==> src/lqm_cfg.svh <==
`ifndef LQM_CFG_SVH
`define LQM_CFG_SVH
//
// Overview of operation
// - Bit 15 enables monitoring, active only with a valid 100 Mb link.
// - A threshold violation raises the interrupt when its enable is set.
// - Reading the register clears warnings not still violated and re-arms the interrupt.
// - Bit 14 set: frequency control violation resets DSP, restarts adaption.
// - Bit 13 set: frequency offset violation resets DSP, restarts adaption.
// - Bit 12 set: baseline wander violation resets DSP, restarts adaption.
// - Bit 11 set: gain control violation resets DSP, restarts adaption.
// - Bit 10 set: equalizer coefficient violation resets DSP, restarts.
// - Enabled restart with signal detect option 0 also drops link status.
// - Bits 9/8 flag frequency control high/low; clear on read.
// - Bits 7/6 flag frequency offset high/low; clear on read.
// - Bits 5/4 flag baseline wander high/low; clear on read.
// - Bits 3/2 flag gain control high/low; clear on read.
// - Bits 1/0 flag equalizer coefficient high/low; clear on read.

// ----------------------------------------------------------------------------
// Register map
// ----------------------------------------------------------------------------
`define LQM_ADDR_W      5
`define LQM_ADDR        5'h1D
`define LQM_DATA_W      16
`define LQM_RESET       16'h0000
`define MONITOR_ENABLE_BIT  15
`define LQM_CTRL_LSB    10
`define LQM_CTRL_W      6
`define LQM_WARN_W      10
`define LQM_NUM_PARAM   5
`define LQM_PARAM_W     8

`endif

==> src/lqm_pkg.sv <==
`include "lqm_cfg.svh"

package lqm_pkg;

  typedef logic [`LQM_NUM_PARAM-1:0][`LQM_PARAM_W-1:0] lq_vec_t;

  // Index 0 equalizer, 1 gain, 2 baseline wander, 3 freq offset, 4 freq ctrl
  typedef struct packed {
    lq_vec_t low;
    lq_vec_t high;
  } lq_thr_t;

  typedef struct packed {
    logic [`LQM_CTRL_W-1:0] ctrl;
    logic [`LQM_WARN_W-1:0] warn;
    logic                   disarmed;
    logic [`LQM_DATA_W-1:0] rdata;
    logic                   restart;
    logic                   drop;
    logic                   irq;
  } lqm_state_t;

endpackage : lqm_pkg

==> src/link_quality_monitor_ctrl.sv <==
`timescale 1ns/1ps
`include "lqm_cfg.svh"

module link_quality_monitor_ctrl (
  input  wire logic                         CLOCK,
  input  wire logic                         SRST,
  input  wire logic [`LQM_ADDR_W-1:0]       ADDR,
  input  wire logic [`LQM_DATA_W-1:0]       WDATA,
  input  wire logic                         WR,
  input  wire logic                         RD,
  output      logic [`LQM_DATA_W-1:0]       RDATA,
  input  wire logic                         LINK_100_OK,
  input  wire logic                         SIGNAL_DETECT_OPTION,
  input  wire logic                         INT_ENABLE,
  input  wire lqm_pkg::lq_vec_t             PARAM,
  input  wire lqm_pkg::lq_thr_t             THRESH,
  output      logic                         DSP_RESTART,
  output      logic                         LINK_DROP,
  output      logic                         IRQ_EVENT
);

  // --------------------------------------------------------------------------
  // Threshold compare
  // --------------------------------------------------------------------------
  // Strict compare so that 8'hFF high and 8'h00 low can never be crossed
  function automatic logic [1:0] check(
    input logic [`LQM_PARAM_W-1:0] value,
    input logic [`LQM_PARAM_W-1:0] low,
    input logic [`LQM_PARAM_W-1:0] high
  );
    check = {value > high, value < low};
  endfunction : check

  // --------------------------------------------------------------------------
  // State
  // --------------------------------------------------------------------------
  lqm_pkg::lqm_state_t    st;
  lqm_pkg::lqm_state_t    next_st;
  logic                   active;
  logic                   wr_hit;
  logic                   rd_hit;
  logic [`LQM_WARN_W-1:0] viol;
  logic [`LQM_WARN_W-1:0] new_v;
  logic                   restart_req;

  assign active = st.ctrl[`LQM_CTRL_W-1] & LINK_100_OK;
  assign wr_hit = WR && (ADDR == `LQM_ADDR);
  assign rd_hit = RD && (ADDR == `LQM_ADDR);

  always_comb begin
    next_st         = st;
    next_st.rdata   = '0;
    next_st.restart = 1'b0;
    next_st.drop    = 1'b0;
    next_st.irq     = 1'b0;
    restart_req     = 1'b0;
    for (int i = 0; i < `LQM_NUM_PARAM; i++) begin
      viol[2*i +: 2] = active ?
        check(PARAM[i], THRESH.low[i], THRESH.high[i]) : 2'b00;
    end
    new_v = viol & ~st.warn;
    // Control bit i (10..14) steers restart for parameter i
    for (int i = 0; i < `LQM_NUM_PARAM; i++) begin
      if (st.ctrl[i] && (|new_v[2*i +: 2])) begin
        restart_req = 1'b1;
      end
    end
    next_st.restart = restart_req;
    next_st.drop    = restart_req & ~SIGNAL_DETECT_OPTION;
    if (wr_hit) begin
      next_st.ctrl = WDATA[`LQM_DATA_W-1:`LQM_CTRL_LSB];
    end
    // Current violations win over the read clear
    if (rd_hit) begin
      next_st.rdata    = {st.ctrl, st.warn};
      next_st.warn     = viol;
      next_st.disarmed = 1'b0;
    end else begin
      next_st.warn = st.warn | viol;
    end
    if ((|new_v) && INT_ENABLE && (!st.disarmed || rd_hit)) begin
      next_st.irq      = 1'b1;
      next_st.disarmed = 1'b1;
    end
  end

  always_ff @(posedge CLOCK) begin
    if (SRST) begin
      st <= '0;
    end else begin
      st <= next_st;
    end
  end

  assign RDATA       = st.rdata;
  assign DSP_RESTART = st.restart;
  assign LINK_DROP   = st.drop;
  assign IRQ_EVENT   = st.irq;
endmodule : link_quality_monitor_ctrl

==> config.mk <==
export PLATFORM = sky130hd
export DESIGN_NAME = link_quality_monitor_ctrl
export DESIGN_NICKNAME = d
export VERILOG_FILES = /design/src/lqm_pkg.sv /design/src/link_quality_monitor_ctrl.sv
export VERILOG_INCLUDE_DIRS = /design/src
export SDC_FILE = /design/constraint.sdc
export NUM_CORES = 1
export LEC_CHECK = 0
export BUFFER_PORTS_ARGS = -buffer_cell sky130_fd_sc_hd__clkbuf_2
export CAP_MARGIN = 20
export CORE_MARGIN = 2
export CORE_UTILIZATION = 42
export CTS_CLUSTER_DIAMETER = 60
export DETAILED_ROUTE_END_ITERATION = 6
export GPL_ROUTABILITY_DRIVEN = 0
export PLACE_DENSITY_LB_ADDON = 0.3
export RECOVER_POWER = 50
export SYNTH_ARGS = -nofsm -noshare
export SYNTH_HDL_FRONTEND = slang
export SYNTH_SLANG_ARGS = --single-unit
==> constraint.sdc <==
create_clock -name CLOCK -period 2 [get_ports CLOCK]
set_clock_uncertainty 0.05 [all_clocks]
set_input_delay 0.2 -clock CLOCK [delete_from_list [all_inputs] [get_ports CLOCK]]
set_output_delay 0.2 -clock CLOCK [all_outputs]
set_load 0.02 [all_outputs]
== After elaboration in Yosys (flattened, before gate mapping) ==
Cells that the tools add are included.
Word-level totals
  logic and storage cells: 58
  input port bits: 148
  flip-flop bits (word level): 36
  output and inout bits: 19
Cells by class
  reductions and logical operators: 19
  bitwise operators: 7
  mux-type cells: 14
  equal/unequal tests: 1
  magnitude comparators: 10
Operators by type and width (number)
  > comparator 8 bit: 5
  < comparator 8 bit: 5
  2-to-1 mux 17 bit: 1
  OR reduction 2 bit: 6
  AND 10 bit: 1
  2-to-1 mux 10 bit: 1
  2-to-1 mux 2 bit: 5
  inverter 10 bit: 1
  OR 10 bit: 1
  OR reduction 10 bit: 1
  logical AND 1 bit: 9
  2-to-1 mux 1 bit: 7
  equality test 5 bit (second input constant): 1
  AND 1 bit: 2
  inverter 1 bit: 2
  nonzero test 2 bit: 1
  logical NOT 1 bit: 1
  logical OR 1 bit: 1

== Longest topological paths before layout ==
  word-level depth: 11
  depth in mapped cells: 9
  gate-level depth less buffers: 9

== Worst setup path before layout ==
OpenSTA, ideal clock, no wires.
  path kind: in2reg
  start: input THRESH[3] (netlist name)
  end: register st (netlist bit LINK_DROP)
  library setup time: 0.062 ns
  arrival: 1.834 ns
  path buffers: 0
  stages: 9
  path slack: 0.055 ns
  data required time: 1.888 ns
  cell sequence: inv_1 ha_1 and4_1 or4b_1 a21o_1 o211ai_2 a22oi_2 a41oi_2 nor2b_2
On the way
  word-level cells in the longest chain between the ends: 11
Ends and longest elaborated chain
  start, declared: RTL line link_quality_monitor_ctrl.sv:16  | input wire lqm_pkg::lq_thr_t THRESH,
  > comparator 8 bit: RTL line link_quality_monitor_ctrl.sv:31  | check = {value > high, value < low};
  2-to-1 mux 2 bit: RTL line link_quality_monitor_ctrl.sv:58  | viol[2*i +: 2] = active ?
  AND 10 bit: RTL line link_quality_monitor_ctrl.sv:61  | new_v = viol & ~st.warn;
  OR reduction 2 bit: RTL line link_quality_monitor_ctrl.sv:64  | if (st.ctrl[i] && (|new_v[2*i +: 2])) begin
  logical AND 1 bit: RTL line link_quality_monitor_ctrl.sv:64
  2-to-1 mux 1 bit (5 in a row): RTL line link_quality_monitor_ctrl.sv:64
  AND 1 bit: RTL line link_quality_monitor_ctrl.sv:69  | next_st.drop = restart_req & ~SIGNAL_DETECT_OPTION;
  end signal, assigned: RTL line link_quality_monitor_ctrl.sv:91  | st <= next_st;
  end, declared: RTL line link_quality_monitor_ctrl.sv:37  | lqm_pkg::lqm_state_t st;
No other way between the ends.
A chain may end at the register's enable or synchronous reset.

== Worst setup path after layout ==
  start: input PARAM[33] (netlist name)
  end: register st[19] (netlist name)
On the way
  word-level cells in the longest chain between the ends: 7
  elaborated cells on any way between the ends: 9
  those cells by class: order compare: 2; mux: 2; bitwise: 1; reduce/logical: 4
Ends and longest elaborated chain
  start, declared: RTL line link_quality_monitor_ctrl.sv:15  | input wire lqm_pkg::lq_vec_t PARAM,
  < comparator 8 bit / > comparator 8 bit (equally long branches): RTL line link_quality_monitor_ctrl.sv:31
  2-to-1 mux 2 bit *: RTL line link_quality_monitor_ctrl.sv:58
  AND 10 bit *: RTL line link_quality_monitor_ctrl.sv:61
  OR reduction 10 bit *: RTL line link_quality_monitor_ctrl.sv:81  | if ((|new_v) && INT_ENABLE && (!st.disarmed || rd_hit)) begin
  logical AND 1 bit * (2 in a row): RTL line link_quality_monitor_ctrl.sv:81
  2-to-1 mux 1 bit / nonzero test 2 bit (equally long branches)
Every way passes the cells marked *; elsewhere a longest branch is shown, timed or not.

==> run metrics <==
Num CTS Buffers=5; 1st-pass router iterations=4; Setup TNS=0 ps; WL per Instance=about 11 µm; area of the mapped netlist=between 3000 and 4000 µm²; core outline area=~7600 µm²; final hold vios=0; status=finished, final reports clean; largest net degree at the start of global routing=15; Top-Level Pins=167; H-tree depth=2; post-DR vias/cell=a little under 5; chip height=between 90 and 100 µm; antenna cells=0; kind of cell adding the most delay to the critical path=compound AO/OA/AOI/OAI gates; aggregate global-route resource usage=0.181; first-pass GRT wire length=~13000 µm; crit-path cells=clkbuf_2 > ha_1 > a21o_1 > a2111oi_2 > buf_4 > o32ai_2 > nor4_1 > a31oi_1 > o21bai_1; WL final=between 7000 and 8000 µm; period utilization=0.943; Slew Limit Fails=0; Critical Path AT=around 2000 ps; Critical Path Source Type=input port; CTS hold repair buffers=0; Root Buffer Master=clkbuf_8; DR iter-0 viols=64; CP Data Required Time=2120 ps; actual slew at the worst max-slew pin=372 ps; WHS=~23 ps; final HPWL from detailed placement=between 6000 and 7000 µm; Layout Nets=between 800 and 900; critical path class=in -> reg; die area=about 8500 µm²; FFs w/ async S/R, synth=0; Avg Inst Size Synth=between 7 and 8 µm²; routed via count=3299; leakage=roughly 2.4 nW; Peak supply drop=0.193 mV; clk buf depth=2; Worst Path Buf+Inv=2; worst min-delay path class=in -> reg; sequential area share after synthesis=0.221; input/output buffers=156; Area Overhead vs Synth=33.3%; crit path max fanout=2; syn nets=about 640; slew margin rel.=0.745; critical path's largest stage delay=390 ps; # clock sinks=36; Site Rows=32; clk slew on worst S/H paths=roughly 70 ps; DRC Markers=0; Critical Path End Type=register; prevailing post-synth register cell=dfxtp_1; PD cells=roughly 440 nW/µm²; Yosys reg bits=36; layout cells sized above 1=0.308; Overflow after GRT=0; Die W=about 90 µm; pre-CTS WS=-235 ps; initial antenna violation count=0; Peak Freq=between 500 and 600 MHz; yosys warns=0; Post-synth EDFFs=0; clk_lat worst skew=about 280 ps; Cells after Synth=415; setup violators final=0; fin crit period=about 1900 ps; fin worst setup slack=approximately 110 ps; Worst path slowest cell=a2111oi_2; CTS tree=yes; Routed Antenna Nets=0; vias in the first global route=roughly 3100; initial core utilization=0.429; number of max-cap violations=0; Unique masters post-synth=44
[state kept, by name (all words and copies together), names as in the netlist]
signal,cells
RDATA,16
LINK_DROP,1
IRQ_EVENT,1
st,17
DSP_RESTART,1
[per-layer routing]
layer | GRT usage | share of wire | up-vias
met3 | 0.0337 | 0.064 | 15
met1 | 0.222 | 0.44 | 1433
li1 | - | - | 1744
met5 | 0 | 0 | -
met2 | 0.327 | 0.48 | 107
met4 | 0.0386 | 0.016 | 0
[synth_stat cells (all sizes together), types with 3 or more instances]
master  number  area share
inv         80       0.092
nand3        9       0.014
nor3         3      0.0046
clkbuf       5      0.0058
nand4       10       0.019
ha          75        0.29
nor2        30       0.035
nor2b        9       0.018
o21ai       15       0.023
a21oi       37       0.057
a31oi        5      0.0096
nand2b       4      0.0077
a211o        6       0.016
a21o         6       0.014
o211ai       7       0.018
buf         16       0.037
nand2       23       0.026
and4         3      0.0081
dfxtp       36        0.22
and2        14       0.027
[per-stage QoR]
step | total power, mW | instance area, µm² | std cells | util
floorplan | 0.998 | 3260 | 415 | -
global placement | 1.22 | 4200 | 674 | 0.552
detailed placement | 1.24 | 4200 | 674 | 0.552
CTS | 1.93 | 4340 | 682 | 0.570
global route | 2.04 | 4350 | 684 | 0.571
finish | 1.92 | 4350 | 684 | 0.571
[path summary, 6_finish.rpt]
| check | cells past startpoint | endpoint | startpoint | slack, ps |
|---|---|---|---|---|
| min | 2 | LINK_DROP | SIGNAL_DETECT_OPTION | 20 |
| max | 9 | st[19] | PARAM[33] | 110 |
| min reg2reg | 2 | st[27] | st[27] | 410 |
| max reg2reg | 7 | LINK_DROP | st[35] | 170 |
[cell usage in the layout, fill, tap and decap left out, types with 3 or more instances in the layout]
master	n
clkbuf_1	21
clkbuf_8	7
a31oi_1	4
nand2_1	22
clkbuf_2	137
ha_1	74
o211ai_1	6
o21ai_0	12
nand4_1	10
nor2b_1	8
a211o_1	6
nor2_1	30
a21o_1	6
buf_4	22
and2_1	14
nor3_1	3
o21ai_1	3
and4_1	3
nand2b_1	4
a21oi_1	37
inv_1	80
nand3_1	9
dfxtp_1	35
[power by group]
group          internal, mW  total [mW]  switching [mW]
Combinational         0.274       0.516           0.242
Sequential            0.719       0.720         0.00128
Clock                 0.440       0.679           0.240
[cell families (layout without fill, tap and decap cells)]
family                   after synthesis  count (layout)  share of synthesized area
AO/OA/AOI/OAI                         93              93                      0.186
buffers and inverters                101             268                      0.135
adder cells (fa/ha/maj)               75              75                      0.288
flip-flops                            36              36                      0.221
AND/OR/NAND/NOR                      110             110                      0.171
[cell type report]
class	count	area, µm²
clock buffers	7	96.3
clock inverters	1	30.0
fillers	758	3260
inverters	80	300
multi-input cells	278	2140
flip-flops and latches	36	722
well taps	102	128
repair buffers	180	930
[repair_timing]
item                                    in CTS  in global routing
pin swaps                                    0                  4
resized for setup                            2                  5
gates cloned                                 0                  0
endpoints found under the hold margin        0                  0
endpoints found under the setup margin       1                  2
buffers inserted                             0                  2
Note: power is estimated with default switching activity, not from simulation.
